`src/core/lsf_pkg.sv`:
```
// Shared types and constants for the load/store formatter and address generator.
// Assumes one core clock domain; all request fields come from same-clock logic.
package lsf_pkg;

	// ----------------------------------------
	// Widths and constants
	// ----------------------------------------
	localparam int WORD_W = 32;
	localparam int WORDS = 4;
	localparam int LINE_W = WORD_W * WORDS;
	localparam int OFS_W = 12;
	localparam int IDX_W = 5;
	localparam int BYTE_MSB = 7;
	localparam int HALF_MSB = 15;
	localparam logic [31:0] IP_BIAS = 32'h0000_0008;
	localparam logic [31:0] WORD_RST = 32'h0000_0000;
	localparam logic [127:0] LINE_RST = 128'h0;
	localparam logic [31:0] BIT_ONE = 32'h0000_0001;

	// ----------------------------------------
	// Enumerations
	// ----------------------------------------
	typedef enum logic [2:0] {
		SZ_BYTE, SZ_HALF, SZ_WORD, SZ_LONG, SZ_TRIPLE, SZ_QUAD
	} lsf_size_e;

	typedef enum logic [3:0] {
		AM_ABS_OFS, AM_ABS_DISP, AM_RI, AM_RI_OFS, AM_RI_DISP,
		AM_RI_IDX, AM_RI_IDX_DISP, AM_IDX_DISP, AM_IP_DISP
	} lsf_mode_e;

	typedef enum logic [2:0] {SC_X1, SC_X2, SC_X4, SC_X8, SC_X16} lsf_scale_e;

	// ----------------------------------------
	// Carriers
	// ----------------------------------------
	typedef struct packed {
		logic valid;
		logic store;
		logic signd;
		lsf_size_e size;
		lsf_mode_e mode;
		lsf_scale_e scale;
		logic [OFS_W-1:0] offset;
		logic [31:0] disp;
		logic [31:0] abase;
		logic [31:0] index;
		logic [31:0] ip;
		logic [127:0] wdata;
	} lsf_req_s;

	typedef struct packed {
		logic valid;
		logic signd;
		lsf_size_e size;
		logic [127:0] rdata;
	} lsf_ret_s;

	typedef struct packed {
		logic [IDX_W-1:0] bit_num;
		logic [IDX_W-1:0] fld_len;
		logic [IDX_W-1:0] fld_low;
	} lsf_bitop_s;

	// ----------------------------------------
	// Size helpers
	// ----------------------------------------
	function automatic logic [2:0] words_of(input lsf_size_e sz);
		case (sz)
			SZ_LONG: words_of = 3'h2;
			SZ_TRIPLE: words_of = 3'h3;
			SZ_QUAD: words_of = 3'h4;
			default: words_of = 3'h1;
		endcase
	endfunction

	function automatic logic [3:0] align_mask(input lsf_size_e sz);
		case (sz)
			SZ_BYTE: align_mask = 4'h0;
			SZ_HALF: align_mask = 4'h1;
			SZ_WORD: align_mask = 4'h3;
			SZ_LONG: align_mask = 4'h7;
			default: align_mask = 4'hf;
		endcase
	endfunction

endpackage

```
`src/core/lsf_agu.sv`:
```
// Effective address generator, purely combinational.
// Assumes the caller registers the result and the mode enum is decoded upstream.
module lsf_agu (
	// Request
	input wire lsf_pkg::lsf_req_s req,
	// Result
	output logic [31:0] addr,
	output logic misaligned
);

	// ----------------------------------------
	// Term selection
	// ----------------------------------------
	wire use_base = req.mode inside {lsf_pkg::AM_RI, lsf_pkg::AM_RI_OFS, lsf_pkg::AM_RI_DISP,
		lsf_pkg::AM_RI_IDX, lsf_pkg::AM_RI_IDX_DISP};
	wire use_idx = req.mode inside {lsf_pkg::AM_RI_IDX, lsf_pkg::AM_RI_IDX_DISP,
		lsf_pkg::AM_IDX_DISP};
	wire use_ofs = req.mode inside {lsf_pkg::AM_ABS_OFS, lsf_pkg::AM_RI_OFS};
	wire use_disp = req.mode inside {lsf_pkg::AM_ABS_DISP, lsf_pkg::AM_RI_DISP,
		lsf_pkg::AM_RI_IDX_DISP, lsf_pkg::AM_IDX_DISP, lsf_pkg::AM_IP_DISP};
	wire is_ip = (req.mode == lsf_pkg::AM_IP_DISP);

	// Undefined scale codes fall back to x1 rather than producing a wild shift
	wire [2:0] shamt = (req.scale <= lsf_pkg::SC_X16) ? req.scale : 3'h0; // RULE_15

	wire [31:0] base_t = use_base ? req.abase : (is_ip ? req.ip : lsf_pkg::WORD_RST); // RULE_14
	wire [31:0] idx_t = use_idx ? (req.index << shamt) : lsf_pkg::WORD_RST; // RULE_15
	wire [31:0] ofs_t = use_ofs ? {20'h0, req.offset} // RULE_12
		: (use_disp ? req.disp : lsf_pkg::WORD_RST); // RULE_13
	wire [31:0] bias_t = is_ip ? lsf_pkg::IP_BIAS : lsf_pkg::WORD_RST; // RULE_17

	// ----------------------------------------
	// Sum
	// ----------------------------------------
	// Short-format modes carry the zero-extended small offset, extended ones the full disp
	// RULE_18
	// Nine modes all reduce to one four-term byte address
	// RULE_11
	// RULE_16
	// Carry out of bit 31 is dropped; address wrap is not an error
	assign addr = base_t + idx_t + ofs_t + bias_t; // RULE_19
	assign misaligned = |(addr[3:0] & lsf_pkg::align_mask(req.size)); // RULE_10

endmodule

```
`src/core/lsf_top.sv`:
```
// Load/store data formatter, bit and field mask builder and address stage.
// Assumes all inputs come from core-clock logic, so no synchronisers are used.
// One pipeline stage: each result appears one enabled edge after its request.

// Notes on behaviour
// RULE_01 - Signed narrow loads sign-extend to 32 bits
// RULE_02 - Signed narrow stores truncate, flag overflow
// RULE_03 - Word transfers pass unchanged
// RULE_04 - Unsigned narrow loads zero-extend
// RULE_05 - Unsigned narrow stores truncate, never overflow
// RULE_06 - Bit 0 is LSB, 31 MSB
// RULE_07 - Field length and low bit, one register
// RULE_08 - Multi-word transfers copy words untouched
// RULE_09 - Source keeps multi-word register operands aligned
// RULE_10 - Unaligned address: fault or auto-complete option
// RULE_11 - Nine modes give one byte address
// RULE_12 - Absolute offset is unsigned 0..4095
// RULE_13 - Absolute displacement is signed 32-bit
// RULE_14 - Register base is full 32 bits
// RULE_15 - Index scaled by 1,2,4,8,16
// RULE_16 - Indexed sums with and without base
// RULE_17 - IP relative adds displacement plus 8
// RULE_18 - Short offset versus extended displacement forms
// RULE_19 - Address sum wraps modulo 2^32
module lsf_top (
	// Clock, reset, enable
	input wire logic REF_CLK,
	input wire logic RESET_N,
	input wire logic CE,
	// Access request from decoder and register file
	input wire lsf_pkg::lsf_req_s ACC_REQ,
	// Options from the core's control state
	input wire logic UNALIGN_FAULT_EN,
	input wire logic ARITH_OVF_MASK,
	// Load return from memory
	input wire lsf_pkg::lsf_ret_s LOAD_RET,
	// Bit and field operand selects
	input wire lsf_pkg::lsf_bitop_s BIT_OP,
	// Memory access
	output logic ACC_VALID,
	output logic ACC_STORE,
	output lsf_pkg::lsf_size_e ACC_SIZE,
	output logic [31:0] ACC_ADDR,
	output logic [127:0] ACC_WDATA,
	output logic ACC_UNALIGNED,
	// Faults and flags
	output logic ALIGN_FAULT,
	output logic ARITH_OVF_SET,
	output logic OVF_FAULT,
	// Load to register file
	output logic LOAD_VALID,
	output logic [127:0] LOAD_REG_DATA,
	// Bit and field masks
	output logic [31:0] BIT_MASK,
	output logic [31:0] FIELD_MASK
);

	// ----------------------------------------
	// Address generation
	// ----------------------------------------
	logic [31:0] agu_addr;
	logic agu_mis;

	lsf_agu u_agu (
		.req(ACC_REQ),
		.addr(agu_addr),
		.misaligned(agu_mis)
	);

	// ----------------------------------------
	// Alignment handling
	// ----------------------------------------
	wire req_v = ACC_REQ.valid;
	wire align_flt_nxt = req_v & agu_mis & UNALIGN_FAULT_EN; // RULE_10
	wire unaligned_nxt = req_v & agu_mis & ~UNALIGN_FAULT_EN; // RULE_10
	// An alignment-faulted access never reaches memory
	wire acc_valid_nxt = req_v & ~align_flt_nxt;

	// ----------------------------------------
	// Store formatting and overflow
	// ----------------------------------------
	wire [31:0] st_w0 = ACC_REQ.wdata[31:0];
	// Value fits a byte when bits 31..7 are all copies of the sign
	wire fit_b = (&st_w0[31:lsf_pkg::BYTE_MSB]) | ~(|st_w0[31:lsf_pkg::BYTE_MSB]);
	wire fit_h = (&st_w0[31:lsf_pkg::HALF_MSB]) | ~(|st_w0[31:lsf_pkg::HALF_MSB]);
	wire is_b_st = ACC_REQ.size == lsf_pkg::SZ_BYTE;
	wire is_h_st = ACC_REQ.size == lsf_pkg::SZ_HALF;
	// Unsigned stores never reach this term
	wire ovf = acc_valid_nxt & ACC_REQ.store & ACC_REQ.signd // RULE_05
		& ((is_b_st & ~fit_b) | (is_h_st & ~fit_h)); // RULE_02
	wire ovf_set_nxt = ovf & ARITH_OVF_MASK; // RULE_02
	wire ovf_flt_nxt = ovf & ~ARITH_OVF_MASK; // RULE_02

	// Truncated narrow store still writes its low bits
	wire [31:0] st_f0 = is_b_st ? {24'h0, st_w0[7:0]} // RULE_02
		: (is_h_st ? {16'h0, st_w0[15:0]} : st_w0); // RULE_03

	// ----------------------------------------
	// Load formatting
	// ----------------------------------------
	wire [31:0] ld_w0 = LOAD_RET.rdata[31:0];
	wire ext_b = LOAD_RET.signd & ld_w0[lsf_pkg::BYTE_MSB]; // RULE_01
	wire ext_h = LOAD_RET.signd & ld_w0[lsf_pkg::HALF_MSB]; // RULE_01
	wire [31:0] ld_f0 = (LOAD_RET.size == lsf_pkg::SZ_BYTE) ? {{24{ext_b}}, ld_w0[7:0]} // RULE_04
		: (LOAD_RET.size == lsf_pkg::SZ_HALF) ? {{16{ext_h}}, ld_w0[15:0]} // RULE_04
		: ld_w0; // RULE_03

	// ----------------------------------------
	// Multi-word lanes
	// ----------------------------------------
	wire [2:0] st_cnt = lsf_pkg::words_of(ACC_REQ.size);
	wire [2:0] ld_cnt = lsf_pkg::words_of(LOAD_RET.size);
	logic [127:0] st_line;
	logic [127:0] ld_line;

	assign st_line[31:0] = st_f0;
	assign ld_line[31:0] = ld_f0;

	// Upper words are copied verbatim; lanes past the size read as zero
	for (genvar w = 1; w < lsf_pkg::WORDS; w++) begin : g_lane
		assign st_line[w*32 +: 32] = (3'(w) < st_cnt) // RULE_08
			? ACC_REQ.wdata[w*32 +: 32] : lsf_pkg::WORD_RST;
		assign ld_line[w*32 +: 32] = (3'(w) < ld_cnt) // RULE_08
			? LOAD_RET.rdata[w*32 +: 32] : lsf_pkg::WORD_RST;
	end

	// ----------------------------------------
	// Bit and field masks
	// ----------------------------------------
	wire [31:0] bit_nxt = lsf_pkg::BIT_ONE << BIT_OP.bit_num; // RULE_06
	wire [5:0] fld_top = {1'b0, BIT_OP.fld_low} + {1'b0, BIT_OP.fld_len};
	logic [31:0] fld_nxt;

	// Bits at or above 32 simply do not exist, so a field is cut at bit 31
	for (genvar b = 0; b < lsf_pkg::WORD_W; b++) begin : g_fld
		assign fld_nxt[b] = (5'(b) >= BIT_OP.fld_low) && (6'(b) < fld_top); // RULE_07
	end

	// ----------------------------------------
	// Output stage
	// ----------------------------------------
	// CE low freezes everything, so one-cycle pulses stretch while it stays low
	always_ff @(posedge REF_CLK or negedge RESET_N) begin
		if (!RESET_N) begin
			ACC_VALID <= 1'b0;
			ACC_STORE <= 1'b0;
			ACC_SIZE <= lsf_pkg::SZ_BYTE;
			ACC_ADDR <= lsf_pkg::WORD_RST;
			ACC_WDATA <= lsf_pkg::LINE_RST;
			ACC_UNALIGNED <= 1'b0;
			ALIGN_FAULT <= 1'b0;
			ARITH_OVF_SET <= 1'b0;
			OVF_FAULT <= 1'b0;
		end else if (CE) begin
			ACC_VALID <= acc_valid_nxt;
			ACC_STORE <= ACC_REQ.store;
			ACC_SIZE <= ACC_REQ.size;
			ACC_ADDR <= agu_addr; // RULE_11
			ACC_WDATA <= st_line;
			ACC_UNALIGNED <= unaligned_nxt;
			ALIGN_FAULT <= align_flt_nxt;
			ARITH_OVF_SET <= ovf_set_nxt;
			OVF_FAULT <= ovf_flt_nxt;
		end
	end

	always_ff @(posedge REF_CLK or negedge RESET_N) begin
		if (!RESET_N) begin
			LOAD_VALID <= 1'b0;
			LOAD_REG_DATA <= lsf_pkg::LINE_RST;
			BIT_MASK <= lsf_pkg::BIT_ONE;
			FIELD_MASK <= lsf_pkg::WORD_RST;
		end else if (CE) begin
			LOAD_VALID <= LOAD_RET.valid;
			LOAD_REG_DATA <= ld_line;
			BIT_MASK <= bit_nxt;
			FIELD_MASK <= fld_nxt;
		end
	end

	wire chk_sb = LOAD_RET.valid & LOAD_RET.signd & (LOAD_RET.size == lsf_pkg::SZ_BYTE);
	wire chk_uh = LOAD_RET.valid & ~LOAD_RET.signd & (LOAD_RET.size == lsf_pkg::SZ_HALF);
	wire chk_w = LOAD_RET.valid & (LOAD_RET.size == lsf_pkg::SZ_WORD);
	wire chk_ovf = acc_valid_nxt & ACC_REQ.store & ACC_REQ.signd & is_b_st & ~fit_b;
	wire chk_ust = req_v & ACC_REQ.store & ~ACC_REQ.signd;
	wire chk_q = acc_valid_nxt & ACC_REQ.store & (ACC_REQ.size == lsf_pkg::SZ_QUAD);
	wire chk_ip = acc_valid_nxt & (ACC_REQ.mode == lsf_pkg::AM_IP_DISP);
	wire chk_ao = acc_valid_nxt & (ACC_REQ.mode == lsf_pkg::AM_ABS_OFS);
	wire chk_id = acc_valid_nxt & (ACC_REQ.mode == lsf_pkg::AM_IDX_DISP)
		& (ACC_REQ.scale == lsf_pkg::SC_X4);
	wire chk_af = req_v & agu_mis & UNALIGN_FAULT_EN;
	wire chk_ad = acc_valid_nxt & (ACC_REQ.mode == lsf_pkg::AM_ABS_DISP);
	wire chk_rb = acc_valid_nxt & (ACC_REQ.mode == lsf_pkg::AM_RI);
	wire chk_rx = acc_valid_nxt & (ACC_REQ.mode == lsf_pkg::AM_RI_IDX)
		& (ACC_REQ.scale == lsf_pkg::SC_X16);
	wire chk_ro = acc_valid_nxt & (ACC_REQ.mode == lsf_pkg::AM_RI_OFS);
	// Reset is read as sampled, so the release edge, whose results are still reset values,
	// starts no check even with CE already high
	wire chk_on = CE & RESET_N;
endmodule

```
`config.mk`:
```
export PLATFORM = sky130hd
export DESIGN_NAME = lsf_top
export DESIGN_NICKNAME = d
export VERILOG_FILES = /design/src/core/lsf_pkg.sv /design/src/core/lsf_agu.sv /design/src/core/lsf_top.sv
export SDC_FILE = /design/constraint.sdc
export NUM_CORES = 1
export LEC_CHECK = 0
export ABC_AREA = 1
export BUFFER_PORTS_ARGS = -buffer_cell sky130_fd_sc_hd__buf_2
export CORE_AREA = 2 2 310 312
export CTS_BUF_LIST = sky130_fd_sc_hd__clkbuf_16
export CTS_CLUSTER_SIZE = 8
export DETAILED_ROUTE_END_ITERATION = 10
export DIE_AREA = 0 0 312 314
export SYNTH_ARGS = -nofsm -noshare
export SYNTH_HDL_FRONTEND = slang
export SYNTH_SLANG_ARGS = --single-unit
export TNS_END_PERCENT = 100
```
`constraint.sdc`:
```
create_clock -name REF_CLK -period 0.85 [get_ports REF_CLK]
set_input_delay 0.085 -clock REF_CLK [delete_from_list [all_inputs] [get_ports REF_CLK]]
set_output_delay 0.085 -clock REF_CLK [all_outputs]
set_load 0.01 [all_outputs]
```
==> flow_summary.toml <==
[outcome]
run_status = "complete, but fails checks"
failed_checks = "setup timing"

[detailed_routing]
route.antenna.remaining_nets = 0
vias = 24200
met1_length_um = 40300
detail_route.wl_per_cell_um = 18.6
drt-total-wl_um = 99500
drtIter0Drc = 1730
wl_met3_um = 7430
highest_layer = "met5"
routed_vias_inst = 4.53
dr.pass1.iters = 7
drc = 0
met2WireLength_um = 47000

[die]
die_extent_in_x_um = 312
num_rows = 113
dieArea_um2 = 98000
core_um2 = 94400
dieHeight_um = 314
io-pin-count = 796
floorplan.initialDensity_pct = 20.8

[synth]
synth_area_um2 = 19600
yosys.cell_types.count = 48
post-synth-top-area-fraction_pct = 46.1
synthTopCellsByCount = "nand2_1, dfrtp_1, o21ai_0"
synth.ff_latch_count = 362
synth.avg_cell_area_um2 = 7.81
synthCells = 2511
seq_area_frac_synth_pct = 46.2
post_synth_main_area_contributors = "dfrtp_1, nand2_1, o21ai_0"
dominantRegCellSynth = "dfrtp_1"
synth_edf_count = 0
postSynth.asyncResetShare_pct = 100
ys.warnings.count = 0
synth.net_count = 3042
synthMostInstantiatedCell = "nand2_1"
netlist.top_cell.by_area = "dfrtp_1"

[worst_setup_path]
worstSetupPathType = "input pin to flip-flop"
cp.required_ns = 1.32
slack_of_the_worst_reg_to_reg_path_ns = -0.15
endpoint_kind = "flip-flop"
critical_path.max_fanout = 7
critical_path.reg2reg.endpoint = "FIELD_MASK[14]"
r2r_start = "FIELD_MASK[14]"
worst_ep_arrival_time_ns = 3.51
worst-r2r-cell-count = 3
setup.worst_path.start_class = "input pin"

[cells_and_area]
drive_above_1_share_pct = 45.6
stdcell_area_um2 = 37900
finish.utilization_pct = 40.2
area_growth_syn_to_layout_pct = 93.5
final_net_count = 4605

[placed_design]
place.gp.congestion = 0.903
placed_area_um2 = 28300
buffer_ports.inserted = 795
detailed_place_hpwl_um = 71900

[timing]
unrepaired_setup_endpoints_after_global_routing = "yes"
slew_viol_final = 0
worst_pin_slew_ns = 0.480
timing.final.crit_share_pct = 357
setup_ws_ns = -2.19
timing_hold_violations_final = 0
setup-tns-final_ns = -214.10
fmaxAchievable_ghz = 0.329
fin_skew_ns = 0
max_slew_margin_pct = 67.9
period_minus_slack_ns = 3.04
final.hold.worst_slack_ns = 0.00750
report.final.setup_viol = 454

[clock_tree]
cts-root-to-sink-buffers = 3
tritoncts_num_sinks = 362
cts_tree = "built"
worst_skew_pair.late_latency_ns = 0.59
ctsHtreeMaxLevel = 2
cts.reportedPaths.clkPinSlew_ns = 0.05
cts.root.buffer_cell = "clkbuf_16"
tritoncts.num_buffers = 53

[grt]
globalRouteOverflowTotal = 0
first_global_vias = 24500
grt_pass1_wl_um = 145000
grt_max_degree = 60
antenna_found_initial = 7
global_route.usage.total_pct = 19.1

[power]
power.total_w = 0.0587
vdd_drop_max_v = 0.00137
power.density_nw_per_um2 = 1550
p_leak_nw = 19.4

[worst_hold_path]
hold_path.startpoint = "CE"
min_path_type = "input pin to flip-flop"
hold_end = "FIELD_MASK[1]"
min_delay_path_depth = 6

[flow_run]
cap_viol_max_count = 0
==> registers in the layout, summed over array words and instances (netlist names), 3 cells and up <==
name and count:
ACC_WDATA 128, LOAD_REG_DATA 128, ACC_ADDR 32, BIT_MASK 32, FIELD_MASK 32, ACC_SIZE 3
==> how the worst max path moves through the flow <==
stage,start,endpoint,slack [ns],cells after the start
after floorplan,ACC_REQ[269],ACC_ADDR[23],-2.27,18
after global placement,ACC_REQ[269],ACC_ADDR[9],-2.89,23
after detailed placement,ACC_REQ[269],ACC_ADDR[9],-2.90,23
after CTS,ACC_REQ[269],ACC_ADDR[28],-2.02,23
after global routing,ACC_REQ[268],ACC_ADDR[28],-2.29,23
final,ACC_REQ[268],ACC_ADDR[28],-2.19,23
==> final cells by class <==
cell class	instances	area (um2)
clock inverters	11	66.3
repair buffers	1639	13300
inverters	185	728
flip-flops and latches	362	9070
multi-input cells	1832	11900
diodes	6	15.0
clock buffers	53	1330
fillers	9195	56500
well taps	1265	1580
repair inverters	1	5.00
==> what timing repair did <==
action | 4_1_cts | 5_1_grt
gates resized for setup | 548 | 298
setup endpoints to repair | 430 | 588
setup buffers | 123 | 126
hold buffers | 278 | 1
endpoints found under the hold margin | 679 | 10
pin swaps | 100 | 151
gates cloned | 4 | 2
==> worst max-delay path: stages <==
cell	delay (ns)
buf_12	0.11
o21ai_4	0.23
nand2_8	0.12
buf_12	0.16
o21ai_4	0.14
nand2_2	0.06
nand2_2	0.08
nor2_2	0.05
fa_1	0.52
inv_2	0.04
fa_2	0.49
fa_2	0.45
o21ai_4	0.22
nand2_1	0.09
nand2_2	0.09
nand2_2	0.07
nand2_4	0.10
buf_6	0.10
nand3_4	0.07
nand3_2	0.06
nand2_1	0.05
nand3_1	0.06
nand2_1	0.05
==> metal layers <==
layer / vias to the layer above / global-route usage [%]
li1: 11300 / -
met1: 11700 / 23.2
met2: 1002 / 32.0
met3: 255 / 4.91
met4: 2 / 7.79
met5: - / 0
==> cell families after synthesis <==
group | share of synthesized area [%]
adders and majority gates | 7.49
buffers and inverters | 6.17
and+or+nand+nor | 27.0
DFF | 46.2
xor gates and xnor gates | 0.804
AOI/OAI and AO/OA | 12.3
==> cell usage in the layout, fill, tap and decap left out, types with 15 or more instances in the layout <==
master         instances
nand2_1              786
buf_2                573
buf_4                475
dfrtp_1              355
dlygate4sd3_1        273
buf_6                252
nand3_1              176
o21ai_1              158
inv_1                155
nor2_1                87
nand2_2               67
clkbuf_16             55
ha_4                  51
buf_12                49
a21oi_1               44
nand3_2               43
o21ai_0               43
o21ai_2               38
a22o_1                36
fa_1                  28
nor2_4                27
nand2_4               27
inv_2                 26
nor2_2                25
nand4_1               22
a21oi_2               19
o22ai_2               17
o21ai_4               15
==> per-stage QoR <==
stage	worst slack (ns)	instances
floorplan	-2.27	2511
global placement	-2.89	4772
detailed placement	-2.90	4772
CTS	-2.02	5235
global route	-2.29	5354
finish	-2.19	5354
==> report_power, final <==
part           total (W)  internal (W)  switching, W
combinational     0.0200        0.0101       0.00996
sequential        0.0199        0.0187       0.00112
clock             0.0188        0.0109       0.00783
Note: power is estimated with default switching activity, not from simulation.
